--- config.mk ---
export PLATFORM = sky130hd
export DESIGN_NAME = lppc_top
export DESIGN_NICKNAME = d
export VERILOG_FILES = /design/src/logic/lppc_pkg.sv /design/src/logic/lppc_debounce.sv /design/src/logic/lppc_quad.sv /design/src/logic/lppc_top.sv
export SDC_FILE = /design/constraint.sdc
export NUM_CORES = 1
export LEC_CHECK = 0
export CORE_ASPECT_RATIO = 1.75
export CORE_MARGIN = 3
export CORE_UTILIZATION = 43
export DETAILED_ROUTE_END_ITERATION = 10
export DONT_BUFFER_PORTS = 1
export MAX_ROUTING_LAYER = met4
export PLACE_DENSITY = 0.63
export SLEW_MARGIN = 10
export SYNTH_ARGS = -nofsm -noshare
export SYNTH_HDL_FRONTEND = slang
export SYNTH_HIERARCHICAL = 1
export SYNTH_SLANG_ARGS = --single-unit
--- constraint.sdc ---
create_clock -name clk -period 4.2 [get_ports clk]
set_clock_uncertainty 0.15 [all_clocks]
set_input_delay 0.63 -clock clk [delete_from_list [all_inputs] [get_ports clk]]
set_output_delay 0.63 -clock clk [all_outputs]
set_load 0.03 [all_outputs]
--- src/logic/lppc_pkg.sv ---
// Constants, register map and carrier types of the low power pulse counter.
// Assumes a 125 MHz system clock and an RTC clock level sampled on it.
// Contract
// - Two 24-bit counters, wrap past 16,777,215
// - Counter overflow raises a wake-up event
// - Two 24-bit thresholds wake on counter match
// - Sampling, debounce, pull-ups timed by RTC clock
// - Counts in sleep without processor help
// - Single mode: input zero, counter zero only
// - Dual mode: own counters, shared settings
// - Quadrature: clockwise counter zero, else one
// - Pull-up enable high connects the resistor
// - Sample only after pull-up charging completes
// - Integrator starts at 4, low at 0
// - Integrator climbs back to 4 for high
// - Processor reset leaves counters and registers alone
// - Counters kept until mode register write
// - Mode write selects mode, resets other registers; code keeps global enable and wake register
// - No counting for two RTC cycles after reset
// - Interrupt needs source enable and global enable
// - Wake flag set when counter caused wake-up
package lppc_pkg;
    localparam int CNT_W = 24;
    localparam logic [23:0] CNT_MAX = 24'hFFFFFF;
    // Register byte offsets
    localparam logic [5:0] OFS_MODE = 6'h00;
    localparam logic [5:0] OFS_CNT0 = 6'h04;
    localparam logic [5:0] OFS_CNT1 = 6'h08;
    localparam logic [5:0] OFS_CMP0 = 6'h0C;
    localparam logic [5:0] OFS_CMP1 = 6'h10;
    localparam logic [5:0] OFS_IEN = 6'h14;
    localparam logic [5:0] OFS_IFLAG = 6'h18;
    localparam logic [5:0] OFS_GCTRL = 6'h1C;
    localparam logic [5:0] OFS_WAKE = 6'h20;
    // Field positions
    localparam int MODE_POL_BIT = 5;
    localparam int GLOB_EN_BIT = 4;
    localparam int WAKE_FLAG_BIT = 0;
    localparam int WAKE_EN_BIT = 1;
    // Sync count in RTC cycles, integrator counts in samples
    localparam logic [1:0] SYNC_TICKS = 2'h2;
    localparam logic [2:0] INTEG_TOP = 3'h4;
    localparam logic [2:0] INTEG_RST = 3'h4;
    localparam logic [31:0] RD_ZERO = 32'h00000000;

    typedef enum logic [1:0] {
        LPPC_OFF, LPPC_SINGLE, LPPC_DUAL, LPPC_QUAD
    } lppc_mode_t;

    // Master mode register contents
    typedef struct packed {
        logic pol;
        logic [2:0] rate;
        lppc_mode_t mode;
    } lppc_cfg_t;

    // One bit per interrupt and wake source
    typedef struct packed {
        logic cmp1;
        logic cmp0;
        logic ovf1;
        logic ovf0;
    } lppc_evt_t;
endpackage : lppc_pkg

--- src/logic/lppc_debounce.sv ---
// Symmetric digital integrator filtering one sampled input.
// Assumes smp_en pulses once per completed pull-up sample.
`timescale 1ns/1ps
module lppc_debounce
    import lppc_pkg::*;
(
    // Clock and reset
    input wire logic clk,
    input wire logic rst_n,
    // Control
    input wire logic clr,
    input wire logic smp_en,
    input wire logic din,
    // Filtered level
    output logic dout
);
    logic [2:0] integ_q;

    // Integrator; output only flips at the rails
    always_ff @(posedge clk or negedge rst_n) begin
        if (!rst_n) begin
            integ_q <= INTEG_RST;
            dout <= 1'b1;
        end else if (clr) begin
            integ_q <= INTEG_RST;
            dout <= 1'b1;
        end else if (smp_en) begin
            if (!din && integ_q != 3'h0) begin
                integ_q <= integ_q - 3'h1;
                if (integ_q == 3'h1) begin
                    dout <= 1'b0;
                end
            end else if (din && integ_q != INTEG_TOP) begin
                integ_q <= integ_q + 3'h1;
                if (integ_q == INTEG_TOP - 3'h1) begin
                    dout <= 1'b1;
                end
            end
        end
    end
endmodule : lppc_debounce

--- src/logic/lppc_quad.sv ---
// Quadrature step decoder for two debounced channels.
// Assumes both inputs already filtered; one step per cycle of channel a.
`timescale 1ns/1ps
module lppc_quad
    import lppc_pkg::*;
(
    // Clock and reset
    input wire logic clk,
    input wire logic rst_n,
    // Control
    input wire logic clr,
    input wire logic a,
    input wire logic b,
    // Step pulses
    output logic cw,
    output logic ccw
);
    logic a_q;

    // Step on rising a; phase of b gives direction
    always_ff @(posedge clk or negedge rst_n) begin
        if (!rst_n) begin
            a_q <= 1'b1;
            cw <= 1'b0;
            ccw <= 1'b0;
        end else begin
            a_q <= clr ? 1'b1 : a;
            cw <= !clr && a && !a_q && !b;
            ccw <= !clr && a && !a_q && b;
        end
    end
endmodule : lppc_quad

--- src/logic/lppc_top.sv ---
// Low power pulse counter: RTC-timed sampling with pull-up pulses,
// debounce, three counting modes, two counters with thresholds, flags.
// Assumes a classic Wishbone master and an RTC clock level input.
`timescale 1ns/1ps
module lppc_top
    import lppc_pkg::*;
(
    // Clock and reset of the backup domain
    input wire logic clk,
    input wire logic rst_n,
    // Processor reset, kept away from counter state
    input wire logic cpu_rst_n,
    // Wishbone slave
    input wire logic wb_cyc_i,
    input wire logic wb_stb_i,
    input wire logic wb_we_i,
    input wire logic [5:0] wb_adr_i,
    input wire logic [3:0] wb_sel_i,
    input wire logic [31:0] wb_dat_i,
    output logic [31:0] wb_dat_o,
    output logic wb_ack_o,
    // RTC clock level and pulse inputs
    input wire logic rtc_clk_i,
    input wire logic pulse_input_zero,
    input wire logic pulse_input_one,
    // Processor power state
    input wire logic sleep_i,
    // Pull-up enables, events
    output logic [1:0] pullup_en_o,
    output logic irq_o,
    output logic wake_o
);
    ////////////////////////////////////////////////////////////////////////
    // Byte lane merge for writable words
    function automatic logic [31:0] lane_merge(input logic [31:0] old_v,
            input logic [31:0] new_v, input logic [3:0] sel);
        logic [31:0] res;
        res = old_v;
        for (int i = 0; i < 4; i++) begin
            if (sel[i]) begin
                res[i*8 +: 8] = new_v[i*8 +: 8];
            end
        end
        return res;
    endfunction : lane_merge

    typedef enum logic {SMP_IDLE, SMP_CHARGE} lppc_smp_t;

    lppc_cfg_t cfg_q;
    lppc_smp_t smp_q;
    logic [23:0] cnt0_q, cnt1_q, cmp0_q, cmp1_q;
    logic [3:0] ien_q;
    lppc_evt_t flag_q, evt;
    logic glob_en_q, wake_en_q, wake_flag_q;
    logic [1:0] sync_q;
    logic [7:0] div_q;
    logic rtc_q, tick, smp_pulse;
    logic [1:0] raw_q;
    logic db0, db1, db0_q, db1_q, cw, ccw;
    logic inc0, inc1, edge0, edge1;
    logic bus_req, wr_fire, mode_wr;
    logic [31:0] rd_d;
    logic [31:0] cmp0_m, cmp1_m;
    logic [7:0] period;

    ////////////////////////////////////////////////////////////////////////
    // Wishbone decode; one cycle to ack, then ack drops
    // Processor reset refuses the request outright, so nothing lands unacked
    assign bus_req = wb_cyc_i && wb_stb_i && !wb_ack_o && cpu_rst_n;
    assign wr_fire = bus_req && wb_we_i;
    assign mode_wr = wr_fire && wb_adr_i == OFS_MODE && wb_sel_i[0];
    // Byte lane merge of the threshold words
    assign cmp0_m = lane_merge({8'h00, cmp0_q}, wb_dat_i, wb_sel_i);
    assign cmp1_m = lane_merge({8'h00, cmp1_q}, wb_dat_i, wb_sel_i);

    // Ack follows the gated request; its register resets only with rst_n
    always_ff @(posedge clk or negedge rst_n) begin
        if (!rst_n) begin
            wb_ack_o <= 1'b0;
        end else begin
            wb_ack_o <= bus_req;
        end
    end

    // Read mux; unmapped offsets read zero
    always_comb begin
        rd_d = RD_ZERO;
        unique case (wb_adr_i)
            OFS_MODE: rd_d[5:0] = cfg_q;
            OFS_CNT0: rd_d[23:0] = cnt0_q;
            OFS_CNT1: rd_d[23:0] = cnt1_q;
            OFS_CMP0: rd_d[23:0] = cmp0_q;
            OFS_CMP1: rd_d[23:0] = cmp1_q;
            OFS_IEN: rd_d[3:0] = ien_q;
            OFS_IFLAG: rd_d[3:0] = flag_q;
            OFS_GCTRL: rd_d[GLOB_EN_BIT] = glob_en_q;
            OFS_WAKE: rd_d[1:0] = {wake_en_q, wake_flag_q};
            default: rd_d = RD_ZERO;
        endcase
    end

    always_ff @(posedge clk or negedge rst_n) begin
        if (!rst_n) begin
            wb_dat_o <= RD_ZERO;
        end else if (bus_req && !wb_we_i) begin
            wb_dat_o <= rd_d;
        end
    end

    ////////////////////////////////////////////////////////////////////////
    // Mode register; a write restarts the block except global enable and wake register
    always_ff @(posedge clk or negedge rst_n) begin
        if (!rst_n) begin
            cfg_q <= '0;
        end else if (mode_wr) begin
            cfg_q <= lppc_cfg_t'(wb_dat_i[5:0]);
        end
    end

    // Thresholds and enables, cleared by a mode write
    always_ff @(posedge clk or negedge rst_n) begin
        if (!rst_n) begin
            cmp0_q <= '0;
            cmp1_q <= '0;
            ien_q <= '0;
        end else if (mode_wr) begin
            cmp0_q <= '0;
            cmp1_q <= '0;
            ien_q <= '0;
        end else if (wr_fire) begin
            if (wb_adr_i == OFS_CMP0) begin
                cmp0_q <= cmp0_m[23:0];
            end
            if (wb_adr_i == OFS_CMP1) begin
                cmp1_q <= cmp1_m[23:0];
            end
            if (wb_adr_i == OFS_IEN && wb_sel_i[0]) begin
                ien_q <= wb_dat_i[3:0];
            end
        end
    end

    // Global enable sits outside the block's reset group
    always_ff @(posedge clk or negedge rst_n) begin
        if (!rst_n) begin
            glob_en_q <= 1'b0;
        end else if (wr_fire && wb_adr_i == OFS_GCTRL && wb_sel_i[0]) begin
            glob_en_q <= wb_dat_i[GLOB_EN_BIT];
        end
    end

    ////////////////////////////////////////////////////////////////////////
    // RTC edge gives the sampling time base
    assign tick = rtc_clk_i && !rtc_q;
    assign period = 8'(8'h01 << cfg_q.rate);

    always_ff @(posedge clk or negedge rst_n) begin
        if (!rst_n) begin
            rtc_q <= 1'b0;
        end else begin
            rtc_q <= rtc_clk_i;
        end
    end

    // Sync window after a block reset; counting held off
    always_ff @(posedge clk or negedge rst_n) begin
        if (!rst_n) begin
            sync_q <= SYNC_TICKS;
        end else if (mode_wr) begin
            sync_q <= SYNC_TICKS;
        end else if (tick && sync_q != 2'h0) begin
            sync_q <= sync_q - 2'h1;
        end
    end

    // Pull-up pulse per period; sample when charging ends
    always_ff @(posedge clk or negedge rst_n) begin
        if (!rst_n) begin
            smp_q <= SMP_IDLE;
            div_q <= '0;
            pullup_en_o <= 2'b00;
            smp_pulse <= 1'b0;
            raw_q <= 2'b11;
        end else begin
            smp_pulse <= 1'b0;
            if (mode_wr || cfg_q.mode == LPPC_OFF) begin
                smp_q <= SMP_IDLE;
                div_q <= '0;
                pullup_en_o <= 2'b00;
            end else if (tick) begin
                unique case (smp_q)
                    SMP_IDLE: begin
                        if (div_q >= period - 8'h01) begin
                            div_q <= '0;
                            smp_q <= SMP_CHARGE;
                            pullup_en_o <= {cfg_q.mode != LPPC_SINGLE,
                                1'b1};
                        end else begin
                            div_q <= div_q + 8'h01;
                        end
                    end
                    SMP_CHARGE: begin
                        raw_q <= {pulse_input_one, pulse_input_zero};
                        smp_pulse <= 1'b1;
                        pullup_en_o <= 2'b00;
                        smp_q <= SMP_IDLE;
                    end
                endcase
            end
        end
    end

    ////////////////////////////////////////////////////////////////////////
    // Shared filter settings on both channels
    lppc_debounce u_db0 (
        .clk(clk),
        .rst_n(rst_n),
        .clr(mode_wr),
        .smp_en(smp_pulse),
        .din(raw_q[0]),
        .dout(db0)
    );

    lppc_debounce u_db1 (
        .clk(clk),
        .rst_n(rst_n),
        .clr(mode_wr),
        .smp_en(smp_pulse),
        .din(raw_q[1]),
        .dout(db1)
    );

    lppc_quad u_quad (
        .clk(clk),
        .rst_n(rst_n),
        .clr(mode_wr),
        .a(db0),
        .b(db1),
        .cw(cw),
        .ccw(ccw)
    );

    always_ff @(posedge clk or negedge rst_n) begin
        if (!rst_n) begin
            db0_q <= 1'b1;
            db1_q <= 1'b1;
        end else begin
            db0_q <= db0;
            db1_q <= db1;
        end
    end

    // Selected polarity: pol low counts closures (falling)
    assign edge0 = cfg_q.pol ? (db0 && !db0_q) : (!db0 && db0_q);
    assign edge1 = cfg_q.pol ? (db1 && !db1_q) : (!db1 && db1_q);

    // Mode steering, gated by the sync window
    always_comb begin
        inc0 = 1'b0;
        inc1 = 1'b0;
        if (sync_q == 2'h0 && !mode_wr) begin
            unique case (cfg_q.mode)
                LPPC_OFF: inc0 = 1'b0;
                LPPC_SINGLE: inc0 = edge0;
                LPPC_DUAL: begin
                    inc0 = edge0;
                    inc1 = edge1;
                end
                LPPC_QUAD: begin
                    inc0 = cw;
                    inc1 = ccw;
                end
            endcase
        end
    end

    ////////////////////////////////////////////////////////////////////////
    // Counters survive processor reset; cleared only by rst_n or a mode write
    always_ff @(posedge clk or negedge rst_n) begin
        if (!rst_n) begin
            cnt0_q <= '0;
            cnt1_q <= '0;
        end else if (mode_wr) begin
            cnt0_q <= '0;
            cnt1_q <= '0;
        end else begin
            cnt0_q <= cnt0_q + 24'(inc0);
            cnt1_q <= cnt1_q + 24'(inc1);
        end
    end

    // Events: wrap and threshold hit
    assign evt.ovf0 = inc0 && cnt0_q == CNT_MAX;
    assign evt.ovf1 = inc1 && cnt1_q == CNT_MAX;
    assign evt.cmp0 = inc0 && cnt0_q + 24'h000001 == cmp0_q;
    assign evt.cmp1 = inc1 && cnt1_q + 24'h000001 == cmp1_q;

    // Sticky flags, write one to clear, a new event beats the clear
    always_ff @(posedge clk or negedge rst_n) begin
        if (!rst_n) begin
            flag_q <= '0;
        end else if (mode_wr) begin
            flag_q <= '0;
        end else if (wr_fire && wb_adr_i == OFS_IFLAG && wb_sel_i[0]) begin
            flag_q <= (flag_q & ~wb_dat_i[3:0]) | evt;
        end else begin
            flag_q <= flag_q | evt;
        end
    end

    // Interrupt needs source and global enable
    always_ff @(posedge clk or negedge rst_n) begin
        if (!rst_n) begin
            irq_o <= 1'b0;
        end else begin
            irq_o <= glob_en_q && |(flag_q & ien_q);
        end
    end

    // Wake request while asleep; flag records the cause
    always_ff @(posedge clk or negedge rst_n) begin
        if (!rst_n) begin
            wake_o <= 1'b0;
            wake_en_q <= 1'b0;
            wake_flag_q <= 1'b0;
        end else begin
            wake_o <= sleep_i && wake_en_q && |(evt & ien_q);
            if (wr_fire && wb_adr_i == OFS_WAKE && wb_sel_i[0]) begin
                wake_en_q <= wb_dat_i[WAKE_EN_BIT];
            end
            if (wake_o) begin
                wake_flag_q <= 1'b1;
            end else if (wr_fire && wb_adr_i == OFS_WAKE && wb_sel_i[0]
                    && wb_dat_i[WAKE_FLAG_BIT]) begin
                wake_flag_q <= 1'b0;
            end
        end
    end
endmodule : lppc_top

==> flow_metrics.py <==
metrics = {
    "sta": {
        "fin_hold_ws_ns": -0.278,
        "slew_headroom_pct": 32.0,
        "period_share_pct": 87.4,
        "max_freq_mhz": 272,
        "setup_viol": 0,
        "hold_viol": 170,
        "rsz0062_at_grt": "no",
        "worst_pin_slew_ns": 1.01,
        "drv_slew": 0,
        "final.setup.tns_ns": 0,
        "period_needed_ns": 3.67,
    },
    "critical_path": {
        "end_kind": "register",
        "rr_endpoint": "cnt0_q[20]",
        "worst-path-max-fanout": 7,
        "worstSetupPathType": "register to register",
        "cpPeakStageDelay_ns": 0.49,
        "rr_worst_depth": 11,
        "crit_path_frequent_cell": "ha_1",
        "cp-start-kind": "register",
        "arrival_ns": 3.90,
        "critPathBufInv": 1,
        "critPathTopFamily": "simple AND/OR/NAND/NOR gates",
        "r2r-start": "cfg_q[5]",
        "critPathRequiredTime_ns": 4.43,
        "path_cells": "or3b_2, a21boi_0, o211ai_1, inv_1, ha_1, ha_1, nand4_1, nor2_1, nand3_1, or3_1, a21oi_1",
        "slowest_stage": "dfrtp_1",
        "regToRegSetupSlack_ns": 0.53,
    },
    "pwr": {
        "finalPower_w": 0.00421,
        "p_int_w": 0.00295,
        "p_sw_w": 0.00126,
        "peakVddDrop_mv": 0.308,
        "clkPwrFrac_pct": 37.4,
        "seqPwrFrac_pct": 49.9,
        "combPwrFrac_pct": 12.7,
        "cellPowerDensity_mw_per_mm2": 378,
        "switching_share_pct": 30.0,
        "total_leakage_power_nw": 4.70,
    },
    "cells_and_area": {
        "syn2layout_area_growth_pct": 8.14,
        "multiInputGateArea_sq_mm": 0.00558,
        "num_antenna_cells": 0,
        "regArea_sq_mm": 0.00427,
        "nets": 1187,
        "fillers": 2274,
        "drive_gt1_share_pct": 11.8,
    },
    "logic_synthesis": {
        "synth_edf_count": 0,
        "synth_top_flop_cell": "dfrtp_1",
        "ys_async_sr_fraction_pct": 100,
        "synthCells": 1132,
        "yosysWarnings": 6,
        "syn_avg_cell_area_sq_um": 9.10,
        "synth-seq-cells": 170,
        "synth.distinct_cells": 76,
        "synth_area_sq_mm": 0.0103,
        "yosysSeqAreaShare_pct": 41.4,
    },
    "global_route": {
        "grt_pass1_vias": 8547,
        "grt_max_degree": 171,
        "gr-total-overflow": 0,
        "grt_pass1_wl_microns": 48000,
        "antenna_found_initial": 0,
        "grt_use_total_pct": 25.1,
    },
    "placed_design": {
        "port_buffers": 0,
        "place.gp.congestion": 0.986,
        "dp_hpwl_microns": 22400,
    },
    "die": {
        "die-area_sq_mm": 0.0259,
        "design.core.area_sq_mm": 0.0234,
        "die_w_microns": 123,
        "rows": 74,
        "die_y_microns": 211,
        "start_util_pct": 44.0,
        "io_pins": 89,
    },
    "drt": {
        "vias": 8538,
        "drtPass1Iterations": 7,
        "antenna_left": 0,
        "wl_per_cell_microns": 21.4,
        "drcViolationCount": 0,
        "wirelength_microns": 30400,
        "viasPerCell": 6.01,
        "drt_iter0_markers": 539,
    },
    "run_status": {
        "run_status": "complete, but fails checks",
        "violations": "hold timing",
    },
    "clock_tree": {
        "clock_latency_ns": 0.45,
        "cts.sinks": 170,
        "cts.reportedPaths.clkPinSlew_ns": 0.06,
        "postCtsSetupRepairBufs": 0,
        "cts_resized": 0,
        "clock-root-buffer": "clkbuf_16",
        "cts.htree.levels": 4,
        "cts_tree": "done",
        "cts_buffers": 17,
        "cts_buffer_depth": 2,
    },
    "flow_run": {
        "maxCapViolations": 0,
    },
    "worst_hold_path": {
        "min_path_type": "input pin to asynchronous set/reset pin",
    },
}
[flip-flops by register name, summed over array words and instances, names as in the netlist, 2 cells and up]
| register | count |
|---|---|
| u_db0/integ_q | 3 |
| sync_q | 2 |
| wb_dat_o | 24 |
| cmp1_q | 24 |
| flag_q | 4 |
| cfg_q | 6 |
| cnt1_q | 24 |
| pullup_en_o | 2 |
| ien_q | 4 |
| u_db1/integ_q | 3 |
| cmp0_q | 24 |
| raw_q | 2 |
| cnt0_q | 24 |
| div_q | 8 |
[metrics by stage]
step,hold slack (ns),cell area (sq um),utilization (%),setup slack [ns],cells
global placement,0.190,10500,45.0,0.595,1389
floorplan,0.184,10300,-,0.668,1139
finish,-0.278,11100,47.5,0.528,1421
detailed placement,0.189,10500,45.0,0.538,1389
CTS,-0.299,11100,47.5,0.531,1421
global route,-0.294,11100,47.5,0.359,1421
[layout by cell type, fill, tap and decap left out, types with 14 or more instances in the layout]
cell and count:
a21oi_1 43, a222oi_1 23, a31oi_1 14, and2_1 14, buf_4 27, clkbuf_16 17, dfrtp_1 160, ha_1 31
inv_1 31, mux2_2 35, nand2_1 138, nand3_1 44, nand4_1 24, nor2_1 102, nor3_1 19, nor4_1 15
o21ai_0 66, or3_1 14, xnor2_1 63, xor2_1 38
[worst max-delay path by stage]
stage	depth (start not counted)	to	from
after CTS	11	cnt0_q[20]	cfg_q[5]
after global placement	11	cnt0_q[20]	cfg_q[5]
final	11	cnt0_q[20]	cfg_q[5]
after detailed placement	11	cnt0_q[20]	cfg_q[5]
after floorplan	13	div_q[2]	cfg_q[2]
after global routing	11	cnt0_q[18]	cfg_q[5]
[Yosys cell counts, types with 5 or more instances]
cell | count | area (sq um)
a211oi_1 | 9 | 67.6
a21boi_0 | 5 | 37.5
a21o_1 | 9 | 67.6
a21oi_1 | 43 | 215
a222oi_1 | 23 | 230
a22o_1 | 6 | 52.6
a22oi_1 | 7 | 52.6
a31oi_1 | 14 | 87.6
and2_1 | 14 | 87.6
and3_1 | 6 | 37.5
buf_1 | 5 | 18.8
buf_2 | 6 | 30.0
buf_4 | 13 | 97.6
clkbuf_1 | 54 | 203
dfrtp_1 | 160 | 4000
dfstp_2 | 10 | 263
ha_1 | 31 | 388
inv_1 | 31 | 116
mux2_2 | 35 | 394
mux2i_1 | 9 | 90.1
nand2_1 | 138 | 518
nand2b_1 | 11 | 68.8
nand3_1 | 44 | 220
nand3b_1 | 6 | 45.0
nand4_1 | 24 | 150
nor2_1 | 103 | 387
nor3_1 | 21 | 105
nor3b_1 | 5 | 37.5
nor4_1 | 15 | 93.8
o211ai_1 | 6 | 45.0
o21ai_0 | 66 | 330
o311ai_0 | 5 | 43.8
or2_2 | 6 | 37.5
or3_1 | 14 | 87.6
xnor2_1 | 63 | 552
xor2_1 | 38 | 333
[cell families after synthesis]
group / Yosys count / synth area share (%)
multiplexers: 44 / 4.70
adder cells (fa/ha/maj): 31 / 3.77
AO/OA/AOI/OAI: 237 / 15.9
flip-flops: 170 / 41.4
buffers and inverters: 113 / 4.88
AND/OR/NAND/NOR: 434 / 20.7
XOR/XNOR: 101 / 8.59
other: 2 / 0.0729
[final cells by class]
type | instances | area share, %
clock buffer | 23 | 4.47
clock inverter | 9 | 0.798
inverter | 32 | 1.08
multi-input combinational | 856 | 50.1
sequential | 170 | 38.3
tap | 304 | 3.42
timing repair buffer | 27 | 1.82
[power groups by stage]
| stage | clock (W) | combinational [W] | sequential [W] |
|---|---|---|---|
| 5_1_grt | 0.00167 | 0.000625 | 0.00213 |
| 2_1_floorplan | 0 | 0.000495 | 0.00205 |
| 3_5_place_dp | 0 | 0.000541 | 0.00213 |
| 6_report | 0.00157 | 0.000536 | 0.00210 |
| 4_1_cts | 0.00161 | 0.000543 | 0.00211 |
| 3_3_place_gp | 0 | 0.000518 | 0.00213 |
[metal layers]
layer	global-route usage [%]	wire length, microns	vias up
li1	-	-	3978
met3	4.18	1320	90
met5	-	0	-
met2	43.2	16100	255
met1	26.5	11100	4215
met4	15.6	1930	0
(Power assumes the default switching activity.)
